<file path="src/shared/rtcsi_pkg.sv">
package rtcsi_pkg;

	// ------------------------------------------------------------------
	// source count and common bit order of every flag register except the 4-bit bad entry mirror
	// ------------------------------------------------------------------
	localparam int RTCSI_NSRC     = 5;
	localparam int RTCSI_B_GRANT  = 0;
	localparam int RTCSI_B_MATCH  = 1;
	localparam int RTCSI_B_ONE_HZ = 2;
	localparam int RTCSI_B_HMS    = 3;
	localparam int RTCSI_B_DMY    = 4;
	localparam int RTCSI_NBAD     = 4;

	// ------------------------------------------------------------------
	// register byte offsets
	// ------------------------------------------------------------------
	localparam logic [7:0] RTCSI_OFF_CTRL  = 8'h00;
	localparam logic [7:0] RTCSI_OFF_FLAGS = 8'h18;
	localparam logic [7:0] RTCSI_OFF_CLR   = 8'h1C;
	localparam logic [7:0] RTCSI_OFF_IEN   = 8'h20;
	localparam logic [7:0] RTCSI_OFF_IDIS  = 8'h24;
	localparam logic [7:0] RTCSI_OFF_IMSK  = 8'h28;
	localparam logic [7:0] RTCSI_OFF_BAD   = 8'h2C;

	// ------------------------------------------------------------------
	// control register fields
	// ------------------------------------------------------------------
	localparam int RTCSI_CR_UPD_TIME_POS = 0;
	localparam int RTCSI_CR_UPD_DATE_POS = 1;
	localparam int RTCSI_CR_HMS_SEL_LSB  = 8;
	localparam int RTCSI_CR_DMY_SEL_LSB  = 16;

	// ------------------------------------------------------------------
	// reset values
	// ------------------------------------------------------------------
	localparam logic [RTCSI_NSRC-1:0] RTCSI_FLAGS_RST = 5'h00;
	localparam logic [RTCSI_NSRC-1:0] RTCSI_IEN_RST   = 5'h00;
	localparam logic [RTCSI_NBAD-1:0] RTCSI_BAD_RST   = 4'h0;
	localparam logic [31:0]           RTCSI_RD_RST    = 32'h0000_0000;

	// ------------------------------------------------------------------
	// event selections
	// ------------------------------------------------------------------
	typedef enum logic [1:0]
	{
		RTCSI_HMS_MINUTE   = 2'b00,
		RTCSI_HMS_HOUR     = 2'b01,
		RTCSI_HMS_MIDNIGHT = 2'b10,
		RTCSI_HMS_NOON     = 2'b11
	} rtcsi_hms_sel_t;

	typedef enum logic [1:0]
	{
		RTCSI_DMY_WEEK  = 2'b00,
		RTCSI_DMY_MONTH = 2'b01,
		RTCSI_DMY_YEAR  = 2'b10,
		RTCSI_DMY_YEAR2 = 2'b11
	} rtcsi_dmy_sel_t;

endpackage : rtcsi_pkg

</file>
<file path="src/hdl/rtcsi_flag_bank.sv">
`timescale 1ns/100ps
module rtcsi_flag_bank
	import rtcsi_pkg::*;
#(
	parameter int N = RTCSI_NSRC
)
(
	input  wire logic         clk_i,
	input  wire logic         rstn_i,
	input  wire logic         ce_i,
	input  wire logic [N-1:0] set_i,
	input  wire logic [N-1:0] clr_i,
	output logic      [N-1:0] flags_o
);

	// ------------------------------------------------------------------
	// parameter check
	// ------------------------------------------------------------------
	generate
		if (N < 1 || N > RTCSI_NSRC)
		begin : g_bad_n
			$error("rtcsi_flag_bank: N out of range");
		end
	endgenerate

	// ------------------------------------------------------------------
	// one sticky cell per source
	// ------------------------------------------------------------------
	genvar gi;
	generate
		for (gi = 0; gi < N; gi++)
		begin : g_cell
			logic flag_r;
			logic flag_nxt;
			// a set in the clearing cycle wins so no event is lost
			assign flag_nxt = set_i[gi] | (flag_r & ~clr_i[gi]);
			always_ff @(posedge clk_i or negedge rstn_i)
			begin
				if (!rstn_i)
					flag_r <= RTCSI_FLAGS_RST[gi];
				else if (ce_i)
					flag_r <= flag_nxt;
			end
			assign flags_o[gi] = flag_r;
		end
	endgenerate

endmodule : rtcsi_flag_bank

</file>
<file path="src/hdl/rtcsi_top.sv">
`timescale 1ns/100ps
module rtcsi_top
	import rtcsi_pkg::*;
#(
	parameter int AW = 8
)
(
	input  wire logic                  clk_i,
	input  wire logic                  rstn_i,
	input  wire logic                  ce_i,
	input  wire logic [AW-1:0]         paddr_i,
	input  wire logic                  psel_i,
	input  wire logic                  penable_i,
	input  wire logic                  pwrite_i,
	input  wire logic [31:0]           pwdata_i,
	output logic      [31:0]           prdata_o,
	output logic                       pready_o,
	output logic                       pslverr_o,
	input  wire logic                  update_grant_i,
	input  wire logic                  alarm_match_i,
	input  wire logic                  one_hz_tick_i,
	input  wire logic                  minute_tick_i,
	input  wire logic                  hour_tick_i,
	input  wire logic                  midnight_tick_i,
	input  wire logic                  noon_tick_i,
	input  wire logic                  week_tick_i,
	input  wire logic                  month_tick_i,
	input  wire logic                  year_tick_i,
	input  wire logic [RTCSI_NBAD-1:0] bad_entry_i,
	output logic                       time_update_req_o,
	output logic                       date_update_req_o,
	output logic                       irq_o
);

	// ------------------------------------------------------------------
	// parameter check
	// ------------------------------------------------------------------
	generate
		if (AW < 8)
		begin : g_bad_aw
			$error("rtcsi_top: AW must be at least 8");
		end
	endgenerate

	// ------------------------------------------------------------------
	// state
	// ------------------------------------------------------------------
	logic [31:0]           prdata_r;
	logic                  pready_r;
	logic                  pslverr_r;
	logic                  irq_r;
	logic                  upd_time_r;
	logic                  upd_date_r;
	rtcsi_hms_sel_t        hms_sel_r;
	rtcsi_dmy_sel_t        dmy_sel_r;
	logic [RTCSI_NSRC-1:0] ien_r;
	logic [RTCSI_NSRC-1:0] ien_nxt;
	logic [RTCSI_NBAD-1:0] bad_r;
	logic [RTCSI_NSRC-1:0] flags_w;

	// ------------------------------------------------------------------
	// address decode
	// ------------------------------------------------------------------
	function automatic logic rtcsi_hit(input logic [AW-1:0] a,
		input logic [7:0] off);
		rtcsi_hit = (a == AW'(off));
	endfunction : rtcsi_hit

	wire hit_ctrl  = rtcsi_hit(paddr_i, RTCSI_OFF_CTRL);
	wire hit_flags = rtcsi_hit(paddr_i, RTCSI_OFF_FLAGS);
	wire hit_clr   = rtcsi_hit(paddr_i, RTCSI_OFF_CLR);
	wire hit_ien   = rtcsi_hit(paddr_i, RTCSI_OFF_IEN);
	wire hit_idis  = rtcsi_hit(paddr_i, RTCSI_OFF_IDIS);
	wire hit_imsk  = rtcsi_hit(paddr_i, RTCSI_OFF_IMSK);
	wire hit_bad   = rtcsi_hit(paddr_i, RTCSI_OFF_BAD);
	wire mapped_w  = hit_ctrl | hit_flags | hit_clr | hit_ien
		| hit_idis | hit_imsk | hit_bad;

	// read data is caught in the setup cycle so prdata is a flop;
	// a flag that rises during the access phase shows on the next read
	wire setup_w  = psel_i & ~penable_i;
	wire access_w = psel_i & penable_i & pready_r;
	wire wr_w     = access_w & pwrite_i;
	wire ctrl_wr  = wr_w & hit_ctrl;
	wire clr_wr   = wr_w & hit_clr;
	wire ien_wr   = wr_w & hit_ien;
	wire idis_wr  = wr_w & hit_idis;
	wire [RTCSI_NSRC-1:0] wsrc_w = pwdata_i[RTCSI_NSRC-1:0];

	// ------------------------------------------------------------------
	// event selection
	// ------------------------------------------------------------------
	wire hms_hit_w =
		(hms_sel_r == RTCSI_HMS_MINUTE)   ? minute_tick_i   :
		(hms_sel_r == RTCSI_HMS_HOUR)     ? hour_tick_i     :
		(hms_sel_r == RTCSI_HMS_MIDNIGHT) ? midnight_tick_i :
		noon_tick_i;
	// both upper codes pick the year change
	wire dmy_hit_w =
		(dmy_sel_r == RTCSI_DMY_WEEK)  ? week_tick_i  :
		(dmy_sel_r == RTCSI_DMY_MONTH) ? month_tick_i :
		year_tick_i;

	logic [RTCSI_NSRC-1:0] ev_set_w;
	assign ev_set_w[RTCSI_B_GRANT]  = update_grant_i;
	assign ev_set_w[RTCSI_B_MATCH]  = alarm_match_i;
	assign ev_set_w[RTCSI_B_ONE_HZ] = one_hz_tick_i;
	assign ev_set_w[RTCSI_B_HMS]    = hms_hit_w;
	assign ev_set_w[RTCSI_B_DMY]    = dmy_hit_w;

	wire [RTCSI_NSRC-1:0] clr_vec_w = clr_wr ? wsrc_w : RTCSI_FLAGS_RST;

	rtcsi_flag_bank #(
		.N       (RTCSI_NSRC)
	) u_flags (
		.clk_i   (clk_i),
		.rstn_i  (rstn_i),
		.ce_i    (ce_i),
		.set_i   (ev_set_w),
		.clr_i   (clr_vec_w),
		.flags_o (flags_w)
	);

	// ------------------------------------------------------------------
	// enable state and read mux
	// ------------------------------------------------------------------
	assign ien_nxt = ien_wr  ? (ien_r | wsrc_w) :
		idis_wr ? (ien_r & ~wsrc_w) :
		ien_r;

	wire [31:0] ctrl_rd_w =
		({31'h0, upd_time_r} << RTCSI_CR_UPD_TIME_POS)
		| ({31'h0, upd_date_r} << RTCSI_CR_UPD_DATE_POS)
		| ({30'h0, hms_sel_r} << RTCSI_CR_HMS_SEL_LSB)
		| ({30'h0, dmy_sel_r} << RTCSI_CR_DMY_SEL_LSB);

	wire [31:0] rd_w =
		hit_ctrl  ? ctrl_rd_w :
		hit_flags ? {27'h0, flags_w} :
		hit_imsk  ? {27'h0, ien_r} :
		hit_bad   ? {28'h0, bad_r} :
		RTCSI_RD_RST;

	// ------------------------------------------------------------------
	// registers
	// ------------------------------------------------------------------
	always_ff @(posedge clk_i or negedge rstn_i)
	begin
		if (!rstn_i)
		begin
			prdata_r  <= RTCSI_RD_RST;
			pready_r  <= 1'b0;
			pslverr_r <= 1'b0;
		end
		else if (ce_i)
		begin
			pready_r <= setup_w;
			if (setup_w)
			begin
				prdata_r  <= pwrite_i ? RTCSI_RD_RST : rd_w;
				pslverr_r <= ~mapped_w;
			end
		end
	end

	always_ff @(posedge clk_i or negedge rstn_i)
	begin
		if (!rstn_i)
		begin
			upd_time_r <= 1'b0;
			upd_date_r <= 1'b0;
			hms_sel_r  <= RTCSI_HMS_MINUTE;
			dmy_sel_r  <= RTCSI_DMY_WEEK;
		end
		else if (ce_i && ctrl_wr)
		begin
			upd_time_r <= pwdata_i[RTCSI_CR_UPD_TIME_POS];
			upd_date_r <= pwdata_i[RTCSI_CR_UPD_DATE_POS];
			hms_sel_r  <= rtcsi_hms_sel_t'(
				pwdata_i[RTCSI_CR_HMS_SEL_LSB +: 2]);
			dmy_sel_r  <= rtcsi_dmy_sel_t'(
				pwdata_i[RTCSI_CR_DMY_SEL_LSB +: 2]);
		end
	end

	always_ff @(posedge clk_i or negedge rstn_i)
	begin
		if (!rstn_i)
		begin
			ien_r <= RTCSI_IEN_RST;
			bad_r <= RTCSI_BAD_RST;
			irq_r <= 1'b0;
		end
		else if (ce_i)
		begin
			ien_r <= ien_nxt;
			bad_r <= bad_entry_i;
			irq_r <= |(flags_w & ien_r);
		end
	end

	assign prdata_o          = prdata_r;
	assign pready_o          = pready_r;
	assign pslverr_o         = pslverr_r;
	assign time_update_req_o = upd_time_r;
	assign date_update_req_o = upd_date_r;
	assign irq_o             = irq_r;
endmodule : rtcsi_top

</file>
<file path="config.mk">
export PLATFORM = sky130hd
export DESIGN_NAME = rtcsi_top
export DESIGN_NICKNAME = d
export VERILOG_FILES = /design/src/shared/rtcsi_pkg.sv /design/src/hdl/rtcsi_flag_bank.sv /design/src/hdl/rtcsi_top.sv
export SDC_FILE = /design/constraint.sdc
export NUM_CORES = 1
export LEC_CHECK = 0
export ABC_AREA = 1
export BUFFER_PORTS_ARGS = -buffer_cell sky130_fd_sc_hd__buf_4
export CAP_MARGIN = 0
export CORE_AREA = 2 2 82 64
export DETAILED_ROUTE_END_ITERATION = 6
export DIE_AREA = 0 0 84 66
export PLACE_DENSITY = 0.75
export SYNTH_ARGS = -nofsm -noshare
export SYNTH_HDL_FRONTEND = slang
export SYNTH_SLANG_ARGS = --single-unit
</file>
<file path="constraint.sdc">
create_clock -name clk_i -period 1.4 [get_ports clk_i]
set_clock_uncertainty 0.15 [all_clocks]
set_input_delay 0.14 -clock clk_i [delete_from_list [all_inputs] [get_ports clk_i]]
set_output_delay 0.14 -clock clk_i [all_outputs]
set_load 0.02 [all_outputs]
</file>
# Word level (Yosys, flattened, before mapping)
# Index checks and enable logic that the tools add are counted.
[word_totals]
out_inout_bits = 37
mem_count = 0
romBits = 0
elab_cells = 83
register_bits = 55
ramBits = 0
latchBits = 0
[op_classes]
mul = 0
n_addsub = 0
n_lt_le_gt_ge = 0
shift = 0
div_mod_pow = 0
n_bitwise = 38
eq_ne = 9
n_reduce_logical = 8
mux = 13
[ops]
columns = ["op", "count"]
rows = [
  ["$mux W18", 2],
  ["$eq A8 B6 Y1 const B", 4],
  ["$mux W5", 5],
  ["$or A10 B18 Y18", 1],
  ["$eq A8 B5 Y1 const B", 2],
  ["$and A1 B1 Y1", 13],
  ["$or A1 B1 Y1", 11],
  ["$and A5 B5 Y5", 2],
  ["$or A2 B10 Y10", 1],
  ["$logic_not A8 Y1", 1],
  ["$not A1 Y1", 7],
  ["$mux W1", 5],
  ["$not A5 Y5", 1],
  ["$or A5 B5 Y5", 1],
  ["$reduce_or A5 Y1", 1],
  ["$eq A2 B1 Y1 const B", 2],
  ["$logic_not A2 Y1", 2],
  ["$mux W4", 1],
  ["$reduce_and A2 Y1", 2],
  ["$eq A2 B2 Y1 const B", 1],
  ["$or A1 B2 Y2", 1],
  ["$reduce_bool A2 Y1", 1],
  ["$logic_and A1 B1 Y1", 1],
]

# Logic depth before layout (Yosys ltp)
[depth]
depth_word = 8
ltp_mapped = 9
depth_no_buf = 8

# Modules after synthesis
# Synthesis repeated with hierarchy kept, for this count alone.
[unflattened]
cells_unflattened = 269
hier_area_um2 = 2025.7
[by_module_without_submodules]
columns = ["module", "cells_each", "seq_area_each_um2", "n_inst", "area_each_um2"]
rows = [
  ["rtcsi_top", 238, 675.6, 1, 1776.7],
  ["rtcsi_flag_bank", 31, 125.1, 1, 249.0],
]

# Worst setup path after synthesis
# No wires, ideal clock.
[synth_path]
kind = "reg2reg"
startpoint = "register pready_r (netlist: pready_o)"
endpoint = "register u_flags.g_cell[2].flag_r"
setup_ns = 0.123
path_stages_with_launch = 6
setup_slack_ns = -0.030
arrival_time_ns = 1.157
period_less_slack_ns = 1.430
required_ns = 1.127
n_path_buf = 0
cell_sequence = "dfrtp_1 nand4_1 nor2_2 nand3_2 o21ai_0 nand2_1"
[synth_via]
elab_chain_len = 7
[synth_lines]
columns = ["item", "line_no", "rtl"]
rows = [
  ["start, declared", "rtcsi_top.sv:49", "logic pready_r;"],
  ["start signal, assigned", "rtcsi_top.sv:157", "pready_r <= setup_w;"],
  ["$and A1 B1 Y1", "rtcsi_top.sv:82", "wire access_w = psel_i & penable_i & pready_r;"],
  ["$and A1 B1 Y1", "rtcsi_top.sv:83", "wire wr_w = access_w & pwrite_i;"],
  ["$and A1 B1 Y1", "rtcsi_top.sv:85", "wire clr_wr = wr_w & hit_clr;"],
  ["$mux W5", "rtcsi_top.sv:111", "wire [RTCSI_NSRC-1:0] clr_vec_w = clr_wr ? wsrc_w : RTCSI_FLAGS_RST;"],
  ["$not A1 Y1", "rtcsi_flag_bank.sv:36", "assign flag_nxt = set_i[gi] | (flag_r & ~clr_i[gi]);"],
  ["$and A1 B1 Y1", "rtcsi_flag_bank.sv:36", ""],
  ["$or A1 B1 Y1", "rtcsi_flag_bank.sv:36", ""],
  ["end signal, assigned", "rtcsi_flag_bank.sv:40", "flag_r <= RTCSI_FLAGS_RST[gi];"],
  ["end signal, assigned", "rtcsi_flag_bank.sv:42", "flag_r <= flag_nxt;"],
  ["end, declared", "rtcsi_flag_bank.sv:33", "logic flag_r;"],
]
# No other way between the ends.
# A chain may end at the register's enable or synchronous reset.

# Worst setup path after layout
[layout_path]
startpoint = "register pready_r (netlist: pready_o)"
endpoint = "register dmy_sel_r[0]"
[layout_via]
elab_chain_len = 4
[layout_lines]
columns = ["item", "line_no", "rtl"]
rows = [
  ["$and A1 B1 Y1", "rtcsi_top.sv:82", ""],
  ["$and A1 B1 Y1", "rtcsi_top.sv:83", ""],
  ["$and A1 B1 Y1", "rtcsi_top.sv:84", "wire ctrl_wr = wr_w & hit_ctrl;"],
  ["$logic_and A1 B1 Y1", "rtcsi_top.sv:175", "else if (ce_i && ctrl_wr)"],
  ["end signal, assigned", "rtcsi_top.sv:181", "dmy_sel_r <= rtcsi_dmy_sel_t'("],
  ["end, declared", "rtcsi_top.sv:55", "rtcsi_dmy_sel_t dmy_sel_r;"],
]
# No other way between the ends.

==> impl_summary.txt <==
----------------------------------------------------
[Placed design]
  Half-perimeter wire length after detailed placement ... 3601 um
  Post-detailed-placement cell area ... 2360 um2
  Placed Cells incl. Taps ... 369
  Port Buffers ... 50
  Routability congestion estimate from global placement ... 0.9005

[Min path]
  Path class of the lowest-slack min-delay path ... in -> reg
  Launch instance of the worst min-delay path ... pwdata_i[4]
  Number of stages on the worst hold path ... 4

[Clock tree]
  Clock buffer depth ... 2
  Maximum level of the CTS H-tree ... 2
  CTS tree ... yes
  Number of clock sinks ... 32
  Clock Pin Slew Worst Setup and Hold Paths ... 0.06 ns
  Buffer type at the clock tree root ... sky130_fd_sc_hd__clkbuf_8
  Worst-Skew Late Latency ... 0.29 ns
  Number of clock buffers inserted by TritonCTS ... 5

[Layout]
  Final core utilization ... 0.5560
  Design area ... 2648 um2
  Fraction of layout instances using a drive strength above 1 ... 0.2934
  Non-filler cells, final ... 394
  Area growth from synthesis to layout ... 39.76%
  Layout net count ... 394
  Number of diodes ... 0

[STA]
  Final hold violation count ... 0
  Slew Viols, Final ... 0
  Setup repair after global routing missed its margin ... yes
  Endpoints failing setup ... 0
  Portion of the clock cycle consumed by the worst path in the final layout ... 0.9549
  Timing-limited maximum frequency ... 0.7480 GHz
  Crit path time final ... 1.337 ns

[Yosys]
  Avg Synthesized Cell Area ... 7.608 um2
  Synth Cell Area ... 1894 um2
  Flip-flop cell with the highest count after synthesis ... sky130_fd_sc_hd__dfrtp_1
  Synth top area share ... 0.4227
  List of most frequent post-synthesis cells ... sky130_fd_sc_hd__nand2_1 (80), sky130_fd_sc_hd__dfrtp_1 (32), sky130_fd_sc_hd__inv_1 (24), sky130_fd_sc_hd__nand3_1 (24), sky130_fd_sc_hd__buf_4 (23)
  Synthesized instance count ... 249
  Number of enable flip-flop cells after synthesis ... 0
  Library cell with the highest instance count after synthesis ... sky130_fd_sc_hd__nand2_1
  Cell type with the largest total area after synthesis ... sky130_fd_sc_hd__dfrtp_1
  Asr flop ratio synth ... 1.000
  Area contributors post-synth ... sky130_fd_sc_hd__dfrtp_1 (42%), sky130_fd_sc_hd__nand2_1 (16%), sky130_fd_sc_hd__buf_4 (9.1%)
  Number of distinct library cells after synthesis ... 24
  Number of warnings issued by yosys ... 0
  Sequential share of the synthesized area ... 0.4227
  Number of register bits inferred by synthesis ... 32

[GRT]
  Maximum number of pins on one net before global-route repair ... 33
  Global-route usage over all layers ... 0.1886
  Congestion Overflow GR ... 0
  Antenna violations before repair ... 0
  Vias in the first global route ... 1,734
  Global-route wire length before repair ... 8010 um

[Worst setup path]
  Top fanout value on the critical path ... 4
  Cells on worst reg2reg path ... 7
  Slowest cell on crit path ... sky130_fd_sc_hd__dfrtp_2
  Startpoint class of the critical path ... register
  Cell repeated most along the worst path ... sky130_fd_sc_hd__buf_4
  Register-to-register setup slack ... 0.06 ns
  FF-to-FF Start ... pready_o
  Worst path cell trace ... nand4_1 > buf_6 > nor2_4 > buf_4 > buf_4 > nand3_1 > nand2_1
  Critical path arrival ... 1.37 ns
  Kind of end point of the critical path ... register
  Kind of critical path ... reg -> reg
  Worst reg2reg endpoint ... dmy_sel_r[0]
  Data required time of the worst path ... 1.43 ns
  Critical path's largest stage delay ... 0.40 ns
  Worst setup path startpoint ... pready_o

[Drt]
  Average wire per standard cell ... 12.28 um
  Routed wire length ... 4839 um
  Total iterations of the first detailed-routing run ... 4
  DRC violations left ... 0
  Via Count ... 1,849
  Average vias per placed instance ... 4.693
  DRC marker count from the first detailed-route iteration ... 109
  Antenna Violating Nets Remaining ... 0

[Floorplanning]
  Vertical die dimension ... 66 um
  Core Box Area ... 4762 um2
  Top Ports ... 97
  Cell row count ... 22
  Die Span X ... 84 um
  Area of the die ... 5544 um2
  Initial Util ... 0.3978

[Flow run]
  Count of maximum capacitance violations ... 0

[Status]
  Run status ... finished clean

[Pwr]
  Worst vdd rail ir drop ... 0.3344 mV
  Leakage Power ... 1.438 nW
  Power density over the cells ... 785.2 nW/um2

----------------------------------------------------
[stage by stage]
step	setup TNS [ns]	hold slack [ns]	setup WS, ns	total power [W]
3_3_place_gp	0	-0.04854	0.03544	0.001274
3_5_place_dp	-0.02857	-0.04169	-0.02656	0.001280
2_1_floorplan	0	-0.3056	0.04727	0.001168
6_report	0	0.01420	0.06309	0.002079
4_1_cts	0	0.004338	0.003365	0.002099
5_1_grt	-0.04621	0.02687	-0.02526	0.002170
[worst max-delay path: cells and delay by family, from the launching register on]
| kind | cells | cell delay, ns |
|---|---|---|
| buffers and inverters | 3 | 0.41 |
| DFF | 1 | 0.40 |
| and+or+nand+nor | 4 | 0.28 |
[layout by cell type, fill, tap and decap left out, types with 10 or more instances in the layout]
cell | netlist | final
sky130_fd_sc_hd__buf_4 | 23 | 63
sky130_fd_sc_hd__nor2_1 | 10 | 10
sky130_fd_sc_hd__conb_1 | 1 | 23
sky130_fd_sc_hd__nand3_1 | 24 | 24
sky130_fd_sc_hd__inv_1 | 24 | 23
sky130_fd_sc_hd__nand2_1 | 80 | 80
sky130_fd_sc_hd__dlygate4sd3_1 | 0 | 17
sky130_fd_sc_hd__dfrtp_1 | 32 | 31
[where the power goes]
group          total (W)  internal (W)  switching, W
combinational   0.000347      0.000150      0.000197
sequential      0.000958      0.000946     0.0000120
clock           0.000774      0.000437      0.000337
[worst max path at each step]
stage                               end  slack [ns]  cells past startpoint
6_report                   dmy_sel_r[0]        0.06                      7
5_1_grt        u_flags.g_cell[0].flag_r       -0.03                      6
4_1_cts        u_flags.g_cell[3].flag_r       0.003                      5
3_5_place_dp   u_flags.g_cell[3].flag_r       -0.03                      7
3_3_place_gp                   register        0.04                      6
2_1_floorplan  u_flags.g_cell[2].flag_r        0.05                      5
[cells by family (layout without fill, tap and decap cells)]
family	after synthesis	count (layout)	share of synthesized area
AO/OA/AOI/OAI	24	24	0.08521
other	1	23	0.001980
AND/OR/NAND/NOR	138	138	0.3336
flip-flops	32	32	0.4227
buffers and inverters	54	117	0.1565
[layout make-up]
cell class	count	area (um2)
Fill cell	487	2115
Inverter	28	105.1
Clock buffer	7	96.34
Sequential cell	32	802.0
Timing Repair Buffer	82	674.4
Multi-Input combinational cell	185	894.6
Tap cell	60	75.07
[routing by layer]
layer / vias to the layer above / track usage / part of all wire
li1: 918 / - / -
met1: 845 / 0.2424 / 0.46
met2: 75 / 0.3040 / 0.45
met3: 11 / 0.04494 / 0.074
met4: 0 / 0.08669 / 0.022
met5: - / 0 / 0
[repair_timing]
action / 4_1_cts / 5_1_grt
endpoints found under the setup margin: 2 / 18
pin swaps: 1 / 0
hold endpoints to repair: 49 / 0
resized for setup: 0 / 9
buffers inserted: 0 / 1
hold buffers: 17 / 0
Power figures use the tool's default switching activity.
